## src/wake_agg_map.vh

```
`ifndef WAKE_AGG_MAP_VH
`define WAKE_AGG_MAP_VH

// ----------------------------------------
// configuration registers
// ----------------------------------------
`define CFG_BASE_HI       8'h60
`define CFG_BASE_LO       8'h61
`define CFG_SLOW_CLOCK    8'hF0
`define CFG_SLOW_RESET    8'h00
`define SLOW_EXT_BIT      0
`define SLOW_OFF_BIT      1

// ----------------------------------------
// runtime block offsets
// ----------------------------------------
`define RT_BLOCK_SIZE     16'h0080
`define RT_SUMMARY        8'h00
`define RT_GLOBAL_EN      8'h01
`define RT_STS_BASE       8'h10
`define RT_EN_BASE        8'h18
`define RT_PAIR_MASK      8'hF8
`define RT_EDGE_SELECT    8'h21
`define RT_WAKE_PIN_CTRL  8'h30
`define RT_SCAN_CODE      8'h5F

// ----------------------------------------
// fields and reset values
// ----------------------------------------
`define PAIR_COUNT        8
`define EDGE_KBD_BIT      0
`define EDGE_MOUSE_BIT    1
`define PIN_FUNC_OFF_BIT  0
`define PIN_POL_BIT       1
`define PIN_PUSH_PULL_BIT 7
`define BYTE_RESET        8'h00
`define KEY_MATCH_BIT     5
`define PAIR_ONE          0
`define PAIR_DEVICE       5
`define PAIR_PORT_PIN     7
`define RING_A_BIT        0
`define RING_B_BIT        1
`define KBD_DATA_BIT      2
`define MOUSE_DATA_BIT    3
`define WDT_BIT           4
`define FAN_BIT           6
`define GPIO_LOW_COUNT    32
`define GPIO_LOW_BASE     8
`define GPIO_HIGH_BASE    48

// ----------------------------------------
// timing
// ----------------------------------------
`define CLK_PERIOD_NS     20
`define SLOW_PERIOD_NS    30518
`define SLOW_DIV_CYCLES   (`SLOW_PERIOD_NS / `CLK_PERIOD_NS)
`define KEY_FRAME_BITS    4'd11
`define KEY_IDLE_TICKS    8'h40

`endif
```

## src/power_event_wake_aggregator.v

```verilog
// How it works
// - wake request rises on ring, key/mouse data, key match, irq, watchdog, gpio, fan.
// - wake pin polarity programmable; reset gives active-low open-drain drive.
// - bit 7 of wake pin control picks open-drain or push-pull.
// - global enable low holds the wake request inactive always.
// - global enable high: any enabled source with status set asserts wake.
// - summary status is set by source edges regardless of global enable.
// - summary status is the OR of every status bit ANDed with its enable.
// - summary status stays set until software clears, or disables, every pending enabled status bit.
// - gpio status sets on the edge its polarity selects; rising by default.
// - gpio with either-edge trigger sets status on both edges.
// - gpio status clears only on a written one; zero leaves it.
// - port pin events trigger on falling edge, or both edges via register 21h.
// - in both-edge mode the wake request holds until status is cleared.
// - port pin status clears on written one, also dropping its management interrupt.
// - status and enable registers sit in runtime block at base from 0x60/0x61.
// - pairs 2-5 and 7 gpio, pair 6 device irqs, pair 1 pins/functions.
// - fan tachometer event has a status bit and an enable bit.
// - one scan code at 0x5F, kept in standby domain, reset by standby reset.
// - key match sets status one bit 5; wake only with enable one bit 5.
// - bit 0 of 0xF0 picks external slow clock, else derived internally.
// - bit 1 of 0xF0 set turns the key logic off by blocking its clock.
`timescale 1ns/100ps
`include "wake_agg_map.vh"

module power_event_wake_aggregator (
  input  wire        ref_clk,
  input  wire        reset,
  input  wire        standby_por,
  input  wire [7:0]  cfg_addr,
  input  wire        cfg_wr,
  input  wire [7:0]  cfg_wdata,
  output reg  [7:0]  cfg_rdata,
  input  wire [15:0] io_addr,
  input  wire        io_wr,
  input  wire        io_rd,
  input  wire [7:0]  io_wdata,
  output reg  [7:0]  io_rdata,
  input  wire        ring_indicator_a,
  input  wire        ring_indicator_b,
  input  wire        kbd_clk_pin,
  input  wire        kbd_data_pin,
  input  wire        mouse_data_pin,
  input  wire        kbd_port_pin_event,
  input  wire        mouse_port_pin_event,
  input  wire [39:0] gpio_in,
  input  wire [39:0] gpio_polarity,
  input  wire [39:0] either_edge_trigger,
  input  wire [7:0]  device_irq,
  input  wire        watchdog_expired,
  input  wire        fan_tach_event,
  input  wire        ext_slow_clock,
  output reg         wake_request_out,
  output reg         wake_request_oe,
  output reg         summary_wake_status,
  output reg  [1:0]  port_pin_smi
);

// ----------------------------------------
// helpers
// ----------------------------------------
  // pol=0 rising, pol=1 falling, either overrides both
  function edge_hit;
    input prev;
    input cur;
    input pol;
    input either;
    begin
      if (either)
        edge_hit = prev ^ cur;
      else if (pol)
        edge_hit = prev & ~cur;
      else
        edge_hit = ~prev & cur;
    end
  endfunction

  function [7:0] byte_of;
    input [63:0] flat;
    input [2:0]  idx;
    begin
      byte_of = flat[idx*8 +: 8];
    end
  endfunction

// ----------------------------------------
// pin synchronisers
// ----------------------------------------
  reg  [47:0] pin_meta;
  reg  [47:0] pin_sync;
  reg  [47:0] pin_prev;
  wire [47:0] pin_raw = {ring_indicator_a, ring_indicator_b, kbd_data_pin,
                         mouse_data_pin, kbd_port_pin_event,
                         mouse_port_pin_event, gpio_in, ext_slow_clock,
                         kbd_clk_pin};

  always @(posedge ref_clk) begin
    pin_meta <= pin_raw;
    pin_sync <= pin_meta;
    pin_prev <= pin_sync;
  end

  wire [39:0] gpio_s     = pin_sync[41:2];
  wire [39:0] gpio_p     = pin_prev[41:2];
  wire        ext_clk_s  = pin_sync[1];
  wire        ext_clk_p  = pin_prev[1];
  wire        kbd_clk_s  = pin_sync[0];

// ----------------------------------------
// internal event edges
// ----------------------------------------
  reg  [7:0] irq_prev;
  reg        wdt_prev;
  reg        fan_prev;

  always @(posedge ref_clk) begin
    if (reset) begin
      irq_prev <= `BYTE_RESET;
      wdt_prev <= 1'b0;
      fan_prev <= 1'b0;
    end else begin
      irq_prev <= device_irq;
      wdt_prev <= watchdog_expired;
      fan_prev <= fan_tach_event;
    end
  end

// ----------------------------------------
// configuration registers
// ----------------------------------------
  reg [7:0] base_hi;
  reg [7:0] base_lo;
  reg [7:0] slow_clock_config;

  always @(posedge ref_clk) begin
    if (reset) begin
      base_hi           <= `BYTE_RESET;
      base_lo           <= `BYTE_RESET;
      slow_clock_config <= `CFG_SLOW_RESET;
      cfg_rdata         <= `BYTE_RESET;
    end else begin
      if (cfg_wr) begin
        if (cfg_addr == `CFG_BASE_HI)
          base_hi <= cfg_wdata;
        else if (cfg_addr == `CFG_BASE_LO)
          base_lo <= cfg_wdata;
        else if (cfg_addr == `CFG_SLOW_CLOCK)
          slow_clock_config <= cfg_wdata;
      end
      if (cfg_addr == `CFG_BASE_HI)
        cfg_rdata <= base_hi;
      else if (cfg_addr == `CFG_BASE_LO)
        cfg_rdata <= base_lo;
      else if (cfg_addr == `CFG_SLOW_CLOCK)
        cfg_rdata <= slow_clock_config;
      else
        cfg_rdata <= `BYTE_RESET;
    end
  end

  wire ext_present = slow_clock_config[`SLOW_EXT_BIT];
  wire key_off     = slow_clock_config[`SLOW_OFF_BIT];

// ----------------------------------------
// runtime decode
// ----------------------------------------
  wire [15:0] rt_delta = io_addr - {base_hi, base_lo};
  wire        rt_hit   = (rt_delta < `RT_BLOCK_SIZE);
  wire [7:0]  rt_off   = rt_delta[7:0];
  wire        rt_wr    = io_wr & rt_hit;
  wire        sts_sel  = (rt_off & `RT_PAIR_MASK) == `RT_STS_BASE;
  wire        en_sel   = (rt_off & `RT_PAIR_MASK) == `RT_EN_BASE;
  wire [2:0]  pair_idx = rt_off[2:0];

// ----------------------------------------
// slow clock tick
// ----------------------------------------
  // the internal tick stands in for the derived 32 kHz source; it only
  // exists while this clock runs, so standby wake needs the external clock
  reg  [10:0] slow_div;
  wire        div_end  = (slow_div == `SLOW_DIV_CYCLES - 1);
  wire        ext_tick = ext_clk_s & ~ext_clk_p;
  wire        slow_tick = ~key_off & (ext_present ? ext_tick : div_end);

  always @(posedge ref_clk) begin
    if (reset || key_off || div_end)
      slow_div <= 11'h000;
    else
      slow_div <= slow_div + 11'h001;
  end

// ----------------------------------------
// wake key receiver
// ----------------------------------------
  reg [7:0]  wake_key_scan_code;
  reg [10:0] key_frame;
  reg [3:0]  key_bits;
  reg [7:0]  key_idle;
  reg        key_clk_seen;
  reg        key_match;
  wire       key_fall = slow_tick & key_clk_seen & ~kbd_clk_s;
  wire [10:0] next_frame = {pin_sync[45], key_frame[10:1]};

  always @(posedge ref_clk) begin
    if (standby_por)
      wake_key_scan_code <= `BYTE_RESET;
    else if (rt_wr && rt_off == `RT_SCAN_CODE)
      wake_key_scan_code <= io_wdata;
  end

  always @(posedge ref_clk) begin
    if (reset || key_off) begin
      key_frame    <= 11'h000;
      key_bits     <= 4'h0;
      key_idle     <= `BYTE_RESET;
      key_clk_seen <= 1'b1;
      key_match    <= 1'b0;
    end else begin
      key_match <= 1'b0;
      if (slow_tick)
        key_clk_seen <= kbd_clk_s;
      if (key_fall) begin
        key_idle <= `BYTE_RESET;
        if (key_bits == `KEY_FRAME_BITS - 4'd1) begin
          key_bits  <= 4'h0;
          key_frame <= 11'h000;
          // start low, stop high, odd parity over data and parity
          key_match <= ~next_frame[0] & next_frame[10] & (^next_frame[9:1])
                       & (next_frame[8:1] == wake_key_scan_code);
        end else begin
          key_bits  <= key_bits + 4'd1;
          key_frame <= next_frame;
        end
      end else if (slow_tick) begin
        // a stalled frame is dropped so the next one starts aligned
        if (key_idle == `KEY_IDLE_TICKS) begin
          key_bits  <= 4'h0;
          key_frame <= 11'h000;
        end else begin
          key_idle <= key_idle + 8'h01;
        end
      end
    end
  end

// ----------------------------------------
// event collection
// ----------------------------------------
  reg [7:0] wake_edge_select;
  reg [63:0] set_flat;
  integer    g;

  always @* begin
    set_flat = 64'h0;
    // pair one: pins and internal functions
    set_flat[`RING_A_BIT] = edge_hit(pin_prev[47], pin_sync[47], 1'b1, 1'b0);
    set_flat[`RING_B_BIT] = edge_hit(pin_prev[46], pin_sync[46], 1'b1, 1'b0);
    set_flat[`KBD_DATA_BIT] = edge_hit(pin_prev[45], pin_sync[45], 1'b1, 1'b0);
    set_flat[`MOUSE_DATA_BIT] = edge_hit(pin_prev[44], pin_sync[44], 1'b1, 1'b0);
    set_flat[`WDT_BIT] = watchdog_expired & ~wdt_prev;
    set_flat[`KEY_MATCH_BIT] = key_match;
    set_flat[`FAN_BIT] = fan_tach_event & ~fan_prev;
    // pair six: device interrupts
    set_flat[`PAIR_DEVICE*8 +: 8] = device_irq & ~irq_prev;
    // pairs two to five and seven: gpio
    for (g = 0; g < 40; g = g + 1) begin
      set_flat[((g < `GPIO_LOW_COUNT) ? `GPIO_LOW_BASE + g
                                      : `GPIO_HIGH_BASE + g - `GPIO_LOW_COUNT)] =
        edge_hit(gpio_p[g], gpio_s[g], gpio_polarity[g],
                 either_edge_trigger[g]);
    end
    // pair eight: keyboard and mouse port pins
    set_flat[`PAIR_PORT_PIN*8] =
      edge_hit(pin_prev[43], pin_sync[43], 1'b1,
               wake_edge_select[`EDGE_KBD_BIT]);
    set_flat[`PAIR_PORT_PIN*8 + 1] =
      edge_hit(pin_prev[42], pin_sync[42], 1'b1,
               wake_edge_select[`EDGE_MOUSE_BIT]);
  end

// ----------------------------------------
// status, enable and control registers
// ----------------------------------------
  reg [63:0] sts_flat;
  reg [63:0] en_flat;
  reg [63:0] clr_flat;
  reg        global_wake_enable;
  reg [7:0]  wake_pin_gpio_control;
  integer    p;

  always @* begin
    clr_flat = 64'h0;
    for (p = 0; p < `PAIR_COUNT; p = p + 1) begin
      if (rt_wr && sts_sel && pair_idx == p)
        clr_flat[p*8 +: 8] = io_wdata;
    end
  end

  always @(posedge ref_clk) begin
    if (reset) begin
      sts_flat              <= 64'h0;
      en_flat               <= 64'h0;
      global_wake_enable    <= 1'b0;
      wake_edge_select      <= `BYTE_RESET;
      wake_pin_gpio_control <= `BYTE_RESET;
    end else begin
      // a new edge wins over a clear in the same cycle
      sts_flat <= (sts_flat & ~clr_flat) | set_flat;
      if (rt_wr) begin
        if (en_sel)
          en_flat[pair_idx*8 +: 8] <= io_wdata;
        else if (rt_off == `RT_GLOBAL_EN)
          global_wake_enable <= io_wdata[0];
        else if (rt_off == `RT_EDGE_SELECT)
          wake_edge_select <= io_wdata;
        else if (rt_off == `RT_WAKE_PIN_CTRL)
          wake_pin_gpio_control <= io_wdata;
      end
    end
  end

// ----------------------------------------
// register read
// ----------------------------------------
  always @(posedge ref_clk) begin
    if (reset) begin
      io_rdata <= `BYTE_RESET;
    end else if (io_rd) begin
      if (!rt_hit)
        io_rdata <= `BYTE_RESET;
      else if (sts_sel)
        io_rdata <= byte_of(sts_flat, pair_idx);
      else if (en_sel)
        io_rdata <= byte_of(en_flat, pair_idx);
      else if (rt_off == `RT_SUMMARY)
        io_rdata <= {7'h00, summary_wake_status};
      else if (rt_off == `RT_GLOBAL_EN)
        io_rdata <= {7'h00, global_wake_enable};
      else if (rt_off == `RT_EDGE_SELECT)
        io_rdata <= wake_edge_select;
      else if (rt_off == `RT_WAKE_PIN_CTRL)
        io_rdata <= wake_pin_gpio_control;
      else if (rt_off == `RT_SCAN_CODE)
        io_rdata <= wake_key_scan_code;
      else
        io_rdata <= `BYTE_RESET;
    end
  end

// ----------------------------------------
// summary and wake pin
// ----------------------------------------
  // summary is a pure function of the sticky bits and their enables, so it falls
  // once every pending enabled status has been cleared or had its enable written to zero
  wire next_summary = |(sts_flat & en_flat);
  wire wake_active  = global_wake_enable & next_summary;
  wire pin_level    = wake_pin_gpio_control[`PIN_POL_BIT] ? wake_active
                                                          : ~wake_active;
  wire pin_func_on  = ~wake_pin_gpio_control[`PIN_FUNC_OFF_BIT];
  wire push_pull    = wake_pin_gpio_control[`PIN_PUSH_PULL_BIT];
  wire next_oe      = pin_func_on & (push_pull | ~pin_level);
  wire next_out     = push_pull & pin_level;

  always @(posedge ref_clk) begin
    if (reset) begin
      summary_wake_status <= 1'b0;
      wake_request_out    <= 1'b0;
      wake_request_oe     <= 1'b0;
      port_pin_smi        <= 2'b00;
    end else begin
      summary_wake_status <= next_summary;
      wake_request_out    <= next_out;
      wake_request_oe     <= next_oe;
      port_pin_smi        <= sts_flat[`PAIR_PORT_PIN*8 +: 2] & ~clr_flat[`PAIR_PORT_PIN*8 +: 2]
                             | set_flat[`PAIR_PORT_PIN*8 +: 2];
    end
  end

endmodule

```

## config.mk

```make
export PLATFORM = sky130hd
export DESIGN_NAME = power_event_wake_aggregator
export DESIGN_NICKNAME = d
export VERILOG_FILES = /design/src/power_event_wake_aggregator.v
export VERILOG_INCLUDE_DIRS = /design/src
export SDC_FILE = /design/constraint.sdc
export NUM_CORES = 1
export LEC_CHECK = 0
export ABC_AREA = 1
export BUFFER_PORTS_ARGS = -buffer_cell sky130_fd_sc_hd__buf_2
export CORE_ASPECT_RATIO = 0.75
export CORE_MARGIN = 2
export CORE_UTILIZATION = 45
export DETAILED_ROUTE_END_ITERATION = 10
export PLACE_DENSITY_LB_ADDON = 0.15
export SLEW_MARGIN = 20
export SYNTH_ARGS = -nofsm -noshare
export SYNTH_HDL_FRONTEND = slang
export SYNTH_SLANG_ARGS = --single-unit
export TNS_END_PERCENT = 50
```

## constraint.sdc

```tcl
create_clock -name ref_clk -period 4.07 [get_ports ref_clk]
set_input_delay 0.6105 -clock ref_clk [delete_from_list [all_inputs] [get_ports ref_clk]]
set_output_delay 0.6105 -clock ref_clk [all_outputs]
set_load 0.02 [all_outputs]
```

* Word level (Yosys, flattened, before mapping) *
Index checks and enable logic that the tools add are counted.

storage, ports and cells
  register bits after elaboration = 388
  input port bits = 184
  output and inout bits = 21
  logic and storage cells = 452

cells by class
  $add $sub $neg = 5
  order comparisons = 1
  equality and inequality tests = 20
  shift-type cells = 4
  multiplexer cells = 112
  bitwise gates (word level) = 254
  reductions and logical operators = 29

operator list
  operator                                                                 number
  8-bit two-way mux                                                        19
  64-bit bitwise AND                                                       2
  64-bit by 7-bit variable part select with 8-bit output                   2
  1-bit inverter                                                           103
  1-bit bitwise AND                                                        99
  1-bit two-way mux                                                        84
  64-bit bitwise mux                                                       1
  64-bit inverter                                                          1
  64-bit by 58-bit OR with 64-bit output                                   1
  64-bit OR reduction                                                      1
  8-bit by 34-bit variable shift with 64-bit output, first input constant  1
  8-bit by 34-bit variable part select with 64-bit output                  1
  11-bit two-way mux                                                       4
  1-bit XOR                                                                42
  6-bit negation with 34-bit output                                        1
  8-bit by 7-bit == test with 1-bit output, second input constant          4
  8-bit by 6-bit == test with 1-bit output, second input constant          2
  16-bit by 8-bit < comparator with 1-bit output, second input constant    1
  4-bit two-way mux                                                        4
  16-bit subtractor                                                        1
  3-bit == test, second input constant                                     4
  11-bit by 1-bit adder with 11-bit output, second input constant          1
  11-bit == test, second input constant                                    1
  5-bit by 2-bit == test with 1-bit output, second input constant          2
  26 further kinds                                                         43

* Logic depth before layout (Yosys ltp) *
Gate-level depths: netlist of the first run.

  depth in word-level cells = 10
  gate-level depth with buffers = 21
  depth with buffers taken out = 19

* Worst setup path before layout of the first run *
Ideal clock, no wire load.

  path kind = input-to-reg
  start = input io_addr[0]
  end = register en_flat[0]
  setup time = 0.132 ns
  arrival time = 3.382 ns
  data required time = 3.938 ns
  slack = 0.556 ns
  cell stages on the path = 13
  buffers on the path = 3
  cells stage by stage = inv_1 > ha_1 > fa_1 > clkbuf_1 > inv_1 > clkbuf_1 > ha_1 > clkbuf_1 > nand2_1 > nor3_2 > nand2_1 > nand2_1 > a21oi_1

on the way
  longest elaborated chain between the ends = 4
  elaborated cells on any way between the ends = 9
  those cells by class = add/sub: 2; order compare: 1; eq/ne: 1; shift: 2; mux: 1; bitwise: 1; reduce/logical: 1

RTL lines
  item                                                                                                 RTL line                           text
  from (decl)                                                                                          power_event_wake_aggregator.v:34   input wire [15:0] io_addr,
  16-bit subtractor (*)                                                                                power_event_wake_aggregator.v:167  wire [15:0] rt_delta = io_addr - {base_hi, base_lo};
  6-bit negation with 34-bit output or 16-bit by 8-bit < comparator with 1-bit output (tied branches)  n/a
  8-bit by 34-bit variable part select with 64-bit output (tied with other cells)                      power_event_wake_aggregator.v:311  en_flat[pair_idx*8 +: 8] <= io_wdata;
  64-bit bitwise mux or 2-bit AND reduction (tied branches)                                            n/a
  to (signal, indexed assignment)                                                                      power_event_wake_aggregator.v:311
  to (decl)                                                                                            power_event_wake_aggregator.v:285  reg [63:0] en_flat;

Every way passes the cells marked *; elsewhere a longest branch is shown, timed or not.
A chain may end at the register's enable or synchronous reset.

* Worst setup path in the final report of the first run *
  start = register base_hi[2]
  end = register en_flat[27]

on the way
  longest elaborated chain between the ends = 4

RTL lines
  item                                                             RTL line                           text
  from (decl)                                                      power_event_wake_aggregator.v:131  reg [7:0] base_hi;
  from (signal assigned)                                           power_event_wake_aggregator.v:137  base_hi <= `BYTE_RESET;
  from (signal assigned)                                           power_event_wake_aggregator.v:144  base_hi <= cfg_wdata;
  16-bit subtractor                                                power_event_wake_aggregator.v:167
  16-bit by 8-bit < comparator with 1-bit output (no source line)  n/a
  1-bit bitwise AND                                                power_event_wake_aggregator.v:170  wire rt_wr = io_wr & rt_hit;
  2-bit AND reduction (no source line)                             n/a

No other way between the ends.

==> flow_summary.toml, run 1 <==
[power]
p_leak_nw = 9.16
seqPwrFrac_pct = 46.2
p_per_area_nw_per_um2 = 416
swShare_pct = 24.8
p_clk_share_pct = 44.4
ir_drop_uv = 331
switchingPower_mw = 2.16
p_int_mw = 6.53
p_comb_share_pct = 9.4

[synthesis]
ys_seq_area_share_pct = 43.0
synth_top_area_share_pct = 43.0
syn_area_per_cell_um2 = 7.55
synth_cell_types = 47
synthesis.nets = 2661
synth_area_leader_cell = "dfxtp_1"
synthArstFlopShare_pct = 0
syn_area_um2 = 17900
yosys_warnings = 0
ys.flop_type = "dfxtp_1"
synth_edf_count = 0
ys_ff_latch = 384
synth_cells = 2367
synth_area_leaders = "dfxtp_1 (43%), nand2_1 (12%), ha_1 (7.6%), a21oi_1 (6.3%), nand3_1 (5.5%)"

[timing]
worst_slew_pin_slew_ns = 1.12
period_share_pct = 83.0
slew_violations = 0
slew_headroom_pct = 25.6
rsz0062_at_grt = "no"
setup_tns_ns = 0
hold_viol = 0
skew_ns = 0.0219
setup_violations = 0
worst_slack_ns = 0.692
whs_ns = 0.165
timing.fmax_mhz = 296
period_needed_ns = 3.38

[clock_tree]
cts_hold_buf = 0
cts_max_path_buffers = 3
insertion_delay_ns = 0.54
post_cts_buffers = 0
cts_tree = "done"
cts_buffers = 41
post_cts_resized = 0
root_buffer = "clkbuf_16"
numClockSinks = 384
clk_pin_slew_ns = 0.06
htreeDepth = 2

[global_routing]
antenna_found_initial = 2
use_met2_pct = 40.0
grt_max_degree = 158
use_met1_pct = 42.4
met3_usage_pct = 5.72
grt-busiest-layer = "met1"
track_usage_pct = 27.8
grt-ovfl-total = 0
grt_first_pass_wirelength_mm = 88.3
first_global_vias = 15200

[placement]
place_ws_ns = 0.392
place_hpwl_mm = 44.9
portBuffers = 204
placedInstanceArea_um2 = 19500
place_congestion = 0.997

[detailed_routing]
ant_nets = 0
first_pass_iters = 5
drc = 0
drt-vias-per-instance = 5.30
wirelength_mm = 58.3
dr_total_vias = 16500
drt-initial-drc-count = 1471
wire_per_inst_um = 18.7

[worst_setup_path]
end_kind = "flip-flop"
startpoint = "base_hi[2]"
slowest_stage = "nor2_4"
cp_max_fo = 33
critPathMaxStageDelay_ns = 0.43
start_kind = "flip-flop"
path_class = "reg -> reg"
crit_chain = "inv_1 -> ha_1 -> nand2_1 -> nor2_1 -> nand3_1 -> nand3_1 -> nand2_1 -> nand2_1 -> nand2_1 -> nor2_1 -> nand4_2 -> nor2_4 -> buf_12 -> nand2_2 -> nand2_1 -> a21oi_1"
r2r_setup_slack_ns = 0.69
crit_end = "en_flat[27]"
cp_common_cell = "nand2_1"
ff2ff_path_depth = 16
r2r_end = "en_flat[27]"
cp.required_ns = 4.44
arrival_ns = 3.75
regToRegStartpoint = "base_hi[2]"

[layout]
fin_area_um2 = 20900
final_cell_mix = "nand2_1 (588), dfxtp_1 (384), inv_1 (256), a21oi_1 (226), buf_2 (203)"
fillerInstances = 3832
syn_to_final_growth_pct = 16.9
drive_above_1_share_pct = 15.0
final_common_cell = "nand2_1"
nNetsFinal = 2860

[die]
row_count = 63
design.portCount = 205
dieArea_um2 = 41300
start_util_pct = 45.4
fp.dieH_um = 177
die_x_um = 234
coreArea_um2 = 39300

[run_status]
status = "finished, final reports clean"

[run]
max-cap-violations = 0

[hold_path]
hp-class = "in -> reg"
## worst max-delay path, delay by kind of cell, from the launching register on
kind / cells / cell delay, ns
DFF: 1 / 0.30
buffers and inverters: 2 / 0.36
adders and majority gates: 1 / 0.42
AOI/OAI and AO/OA: 1 / 0.06
and+or+nand+nor: 12 / 2.04
## cells in the mapped netlist, types with 16 or more instances
cell type and instances:
a21oi_1 226, clkbuf_1 70, dfxtp_1 384, ha_1 109, inv_1 256, mux2_2 40, nand2_1 588, nand3_1 196
nand4_1 50, nor2_1 147, nor3_1 36, o21ai_0 101, o221ai_1 16
## layout make-up
type / instances / area (µm²) / area share, %
repair buffers: 250 / 1420 / 6.79
clock inverters: 16 / 244 / 1.17
inverters: 265 / 995 / 4.76
clock buffers: 56 / 1140 / 5.47
well taps: 520 / 651 / 3.11
flip-flops and latches: 384 / 7690 / 36.8
multi-input cells: 1624 / 8750 / 41.9
diodes: 1 / 2.50 / 0.0120
## cell families after synthesis
group / after synthesis / synth area share, %
fa+ha+maj: 110 / 7.74
simple gates: 1060 / 25.5
xor+xnor: 21 / 1.07
mux: 40 / 2.52
compound gates: 393 / 12.1
buf+inv: 359 / 8.08
flops: 384 / 43.0
## layer usage
metal	up-vias	wire (µm)
li1	8191	-
met1	7591	28100
met2	654	23700
met3	79	5260
met4	2	1110
met5	-	13
## how the worst min path moves through the flow
stage | startpoint | end | slack (ns) | cells past startpoint
floorplan | pin_meta[0] | pin_sync[0] | 0.31 | 0
global placement | pin_meta[24] | pin_sync[24] | 0.31 | 0
detailed placement | pin_meta[24] | pin_sync[24] | 0.31 | 0
CTS | gpio_in[9] | pin_meta[11] | 0.14 | 1
global route | gpio_in[16] | pin_meta[18] | 0.14 | 1
finish | gpio_in[9] | pin_meta[11] | 0.17 | 1
## registers in the layout, indices dropped and copies added, names as in the netlist, 10 cells and up
signal / count
slow_div: 11
pin_sync: 48
sts_flat: 64
key_frame: 10
pin_meta: 48
en_flat: 64
pin_prev: 47
## power groups by stage
| stage | logic (mW) | clock network, mW | registers, mW |
|---|---|---|---|
| 3_3_place_gp | 0.780 | 0 | 4.09 |
| 6_report | 0.814 | 3.86 | 4.02 |
| 3_5_place_dp | 0.796 | 0 | 4.09 |
| 2_1_floorplan | 0.487 | 0 | 4.04 |
| 5_1_grt | 0.905 | 4.11 | 4.02 |
| 4_1_cts | 0.802 | 3.95 | 4.01 |
## metrics by stage
stage	std cells	power, mW	util, %
after global placement	3043	4.87	49.6
final	3116	8.69	53.1
after global routing	3115	9.04	53.1
after CTS	3115	8.76	53.1
after floorplan	2367	4.52	-
after detailed placement	3043	4.89	49.6
(Power assumes the default switching activity.)
==> inputs of run 2 (changes only) <==
==> constraint.sdc (replaced) <==
create_clock -name ref_clk -period 3.1 [get_ports ref_clk]
set_input_delay 0.465 -clock ref_clk [delete_from_list [all_inputs] [get_ports ref_clk]]
set_output_delay 0.465 -clock ref_clk [all_outputs]
set_load 0.02 [all_outputs]
==> run 2 against run 1 <==
Effect of this change:
- design area increased by 4.6%
- critical path depth decreased by 6
- non-clock buffer count increased by 71
- sequential share of layout area decreased by 1.6 points
- cell count increased by 2.3%
- combinational power increased by 46%
- maximum frequency increased by 13%
- total power increased by 35%
- setup slack got worse by 0.58 ns
- clock power increased by 36%
- largest cell class unchanged
- highest routed layer unchanged
==> flow_summary.toml, run 2 (synthesis gave the netlist of run 1 again) <==
[placement]
placedInstanceArea_um2 = 20100
portBuffers = 204
place_hpwl_mm = 45.3
place_congestion = 1.01

[layout]
fillerInstances = 3732
syn_to_final_growth_pct = 22.3
seq_area_um2 = 7690
top_regs = "en_flat x64, sts_flat x64"
nNetsFinal = 2930
drive_above_1_share_pct = 19.2
final_cell_mix = "nand2_1 (580), dfxtp_1 (382), inv_1 (252), a21oi_1 (223), buf_2 (203)"
fin_area_um2 = 21900
final_common_cell = "nand2_1"
multi_input_area_um2 = 9000

[clock_tree]
clk_pin_slew_ns = 0.07
cts_hold_buf = 0
numClockSinks = 384
insertion_delay_ns = 0.55
htreeDepth = 2
cts_buffers = 40
cts_tree = "done"
cts_max_path_buffers = 3
root_buffer = "clkbuf_16"

[worst_setup_path]
arrival_ns = 3.45
end_kind = "flip-flop"
path_class = "reg -> reg"
cp.required_ns = 3.55
start_kind = "flip-flop"
cp_common_cell = "buf_4"
crit_chain = "ha_2 -> fa_2 -> buf_4 -> nand2_1 -> nor2_1 -> inv_1 -> nor3_4 -> buf_4 -> nand3_1 -> a21oi_1"
cp_max_fo = 28
cp_top_family = "simple AND/OR/NAND/NOR gates"
r2r_setup_slack_ns = 0.11
critPathBufInv = 3
critPathMaxStageDelay_ns = 0.59
slowest_stage = "fa_2"

[global_routing]
first_global_vias = 15500
antenna_found_initial = 3
grt_max_degree = 157
track_usage_pct = 28.1
grt-ovfl-total = 0
grt_first_pass_wirelength_mm = 89.0

[detailed_routing]
drt-initial-drc-count = 1614
first_pass_iters = 6
wire_per_inst_um = 18.6
drt-vias-per-instance = 5.32
drc = 0
ant_nets = 0
dr_total_vias = 16900
wirelength_mm = 59.3

[power]
p_leak_nw = 9.59
ir_drop_uv = 406
total_power_mw = 11.7
p_per_area_nw_per_um2 = 536

[die]
fp.dieH_um = 177
die_x_um = 234
start_util_pct = 45.4
design.portCount = 205
dieArea_um2 = 41300
row_count = 63
coreArea_um2 = 39300

[timing]
setup_violations = 0
period_needed_ns = 2.99
period_share_pct = 96.5
worst_slew_pin_slew_ns = 0.841
whs_ns = 0.0216
slew_violations = 0
slew_headroom_pct = 44.0
hold_viol = 0
timing.fmax_mhz = 334
skew_ns = 0.0175

[run]
max-cap-violations = 0

[hold_path]
hp-class = "in -> reg"

[run_status]
status = "finished, final reports clean"
run 2: changes by cell type in the layout (fill, tap and decap cells not counted), sizes merged:
cell / change
clkinvlp: +2
clkbuf: -4
bufinv: +1
inv: +3
buf: +69
run 2: path summary, 6_finish.rpt:
check | startpoint | end | depth (start not counted)
max | base_lo[0] | en_flat[4] | 10
min | kbd_port_pin_event | pin_meta[43] | 1
max reg2reg | base_lo[0] | en_flat[4] | 10
min reg2reg | pin_meta[22] | pin_sync[22] | 0
run 2: timing repair:
item,in CTS,in global routing
buffers inserted,0,1
resized for setup,0,50
setup endpoints to repair,0,161
run 2: final cells by class:
| cell class | count | area share, % |
|---|---|---|
| multi-input cells | 1624 | 41.2 |
| flip-flops and latches | 384 | 35.2 |
| repair buffers | 321 | 9.45 |
| clock buffers | 50 | 5.17 |
| inverters | 265 | 4.56 |
| well taps | 520 | 2.98 |
| clock inverters | 22 | 1.44 |
| diodes | 1 | 0.0115 |
run 2: metal layers:
layer | GRT usage [%] | part of all wire, % | routed length, µm | vias to the layer above
li1 | - | - | - | 8327
met5 | 0 | 0.046 | 27 | -
met4 | 5.88 | 2.0 | 1210 | 4
met2 | 41.1 | 42 | 24600 | 669
met1 | 41.2 | 47 | 27600 | 7852
met3 | 7.48 | 9.7 | 5770 | 92
run 2: stage by stage:
stage	instances	utilization, %	setup TNS [ns]	setup WS [ns]
floorplan	2367	-	-0.151	-0.0189
global placement	3111	51.1	-4.42	-0.111
detailed placement	3111	51.1	-9.03	-0.118
CTS	3183	54.8	0	0.0169
global route	3187	55.6	-0.0701	-0.0140
finish	3187	55.6	0	0.107
run 2: power by group:
| part | leakage, nW | internal, mW | switching (mW) |
|---|---|---|---|
| combinational | 5.72 | 0.458 | 0.734 |
| clock | 0.708 | 3.19 | 2.05 |
| sequential | 3.17 | 5.11 | 0.159 |
==> inputs of run 3 (changes only) <==
--- a/config.mk
+++ b/config.mk
@@ -10,10 +10,9 @@
 export BUFFER_PORTS_ARGS = -buffer_cell sky130_fd_sc_hd__buf_2
 export CORE_ASPECT_RATIO = 0.75
 export CORE_MARGIN = 2
-export CORE_UTILIZATION = 45
+export CORE_UTILIZATION = 53
 export DETAILED_ROUTE_END_ITERATION = 10
 export PLACE_DENSITY_LB_ADDON = 0.15
-export SLEW_MARGIN = 20
 export SYNTH_ARGS = -nofsm -noshare
 export SYNTH_HDL_FRONTEND = slang
 export SYNTH_SLANG_ARGS = --single-unit
==> constraint.sdc (replaced) <==
create_clock -name ref_clk -period 3.1 [get_ports ref_clk]
set_input_delay 0.465 -clock ref_clk [delete_from_list [all_inputs] [get_ports ref_clk]]
set_output_delay 0.465 -clock ref_clk [all_outputs]
set_load 0.005 [all_outputs]
==> run 3 against run 2 <==
Effect of this change:
- maximum frequency is 2.4% higher
- non-clock buffer count is 25 higher
- worst hold slack lost 0.0041 ns
- largest cell class unchanged
- total power down 2.8%
- first-iteration DRC count is 16% higher
- via count rose by 1.7%
- critical path depth is 4 higher
==> flow_summary.toml, run 3 (synthesis gave the netlist of run 1 again) <==
[global_routing]
grt_first_pass_wirelength_mm = 90.4
track_usage_pct = 33.0
grt_max_degree = 65
grt-ovfl-total = 0
antenna_found_initial = 2
first_global_vias = 16100

[layout]
final_cell_mix = "nand2_1 (585), dfxtp_1 (384), inv_1 (256), a21oi_1 (222), buf_2 (203)"
drive_above_1_share_pct = 18.5
fin_area_um2 = 21700
top_regs = "en_flat x64, sts_flat x64"
syn_to_final_growth_pct = 21.5
nNetsFinal = 2954
fin_util_pct = 65.0
final_common_cell = "nand2_1"
fin_cells = 3141

[detailed_routing]
drc = 0
first_pass_iters = 8
drt-initial-drc-count = 1879
wire_per_inst_um = 18.8
dr_total_vias = 17200
wirelength_mm = 59.1
ant_nets = 0
drt-vias-per-instance = 5.49

[timing]
rsz0062_at_grt = "yes"
whs_ns = 0.0174
slew_headroom_pct = 51.3
worst_slew_pin_slew_ns = 0.731
hold_viol = 0
period_share_pct = 94.3
period_needed_ns = 2.92
slew_violations = 0
skew_ns = 0.0129
setup_tns_ns = 0
timing.fmax_mhz = 342
setup_violations = 0

[die]
dieArea_um2 = 35200
row_count = 58
fp.dieH_um = 163
die_x_um = 216
design.portCount = 205
coreArea_um2 = 33400
start_util_pct = 53.5

[clock_tree]
cts_tree = "done"
cts_buffers = 39
cts_max_path_buffers = 3
clk_pin_slew_ns = 0.06
numClockSinks = 384
insertion_delay_ns = 0.55
root_buffer = "clkbuf_16"
htreeDepth = 2

[worst_setup_path]
start_kind = "flip-flop"
cp.required_ns = 3.51
end_kind = "flip-flop"
slowest_stage = "fa_1"
critPathMaxStageDelay_ns = 0.38
arrival_ns = 3.33
path_class = "reg -> reg"
cp_max_fo = 9
cp_common_cell = "buf_4"
crit_chain = "ha_2 -> fa_1 -> buf_4 -> xnor2_2 -> inv_2 -> ha_1 -> buf_4 -> nor2_1 -> nand2_1 -> nor2_1 -> buf_4 -> nand2_2 -> nand2_1 -> a21oi_2"

[placement]
portBuffers = 204
place_congestion = 1.04
place_hpwl_mm = 45.6
placed_cells = 3050
placedInstanceArea_um2 = 20000

[power]
ir_drop_uv = 474
p_per_area_nw_per_um2 = 524
p_leak_nw = 9.64

[hold_path]
hp-class = "in -> reg"

[run_status]
status = "finished, final reports clean"

[run]
max-cap-violations = 0
## run 3: cell types whose count changed in the layout (fill, tap and decap cells not counted), sizes merged
| cell | change |
|---|---|
| clkbuf | +6 |
| dlygate4sd3 | +15 |
| clkinvlp | +2 |
| clkinv | -3 |
| buf | +10 |
| bufinv | -4 |
| inv | -2 |
## run 3: critical path: cells and delay by family, from the launching register on
family,cells,cell delay (ns)
DFF,1,0.34
adders and majority gates,3,0.91
AOI/OAI and AO/OA,1,0.05
and+or+nand+nor,5,0.61
buffers and inverters,4,0.66
xor gates and xnor gates,1,0.23
## run 3: repair_timing
item | 4_1_cts | 5_1_grt
setup endpoints to repair | 0 | 146
buffers inserted | 0 | 2
endpoints found under the hold margin | 12 | 3
hold buffers | 12 | 3
resized for setup | 0 | 26
## run 3: worst paths after layout
kind | cells after the start | slack [ns] | start | end
worst max register to register | 14 | 0.18 | base_lo[0] | en_flat[24]
worst max-delay path | 14 | 0.18 | base_lo[0] | en_flat[24]
worst min register to register | 0 | 0.32 | pin_meta[13] | pin_sync[13]
worst min-delay path | 1 | 0.02 | gpio_in[13] | pin_meta[15]
## run 3: layout make-up
cell class	instances	area, µm²
Clock inverter	15	189
Tap cell	450	563
Multi-Input combinational cell	1624	8870
Timing Repair Buffer	346	2240
Clock buffer	56	1160
Sequential cell	384	7690
Inverter	265	996
Fill cell	2921	11700
Antenna cell	1	2.50
## run 3: stage by stage
| step | setup slack [ns] | power (mW) |
|---|---|---|
| floorplan | -0.0189 | 5.94 |
| global placement | -0.000243 | 6.47 |
| detailed placement | -0.0478 | 6.51 |
| CTS | 0.133 | 11.4 |
| global route | -0.0116 | 11.8 |
| finish | 0.177 | 11.4 |
## run 3: metal layers
| layer | part of all wire [%] | GRT usage, % | up-vias |
|---|---|---|---|
| met1 | 46 | 48.9 | 7981 |
| met3 | 10 | 6.95 | 100 |
| li1 | - | - | 8372 |
| met4 | 2.1 | 8.34 | 0 |
| met5 | 0 | 0 | - |
| met2 | 41 | 48.7 | 776 |
## run 3: where the power goes
group | internal [mW] | switching, mW | leakage, nW | total, mW
registers | 5.11 | 0.156 | 3.17 | 5.27
logic | 0.462 | 0.732 | 5.82 | 1.19
clock network | 2.88 | 2.04 | 0.647 | 4.92
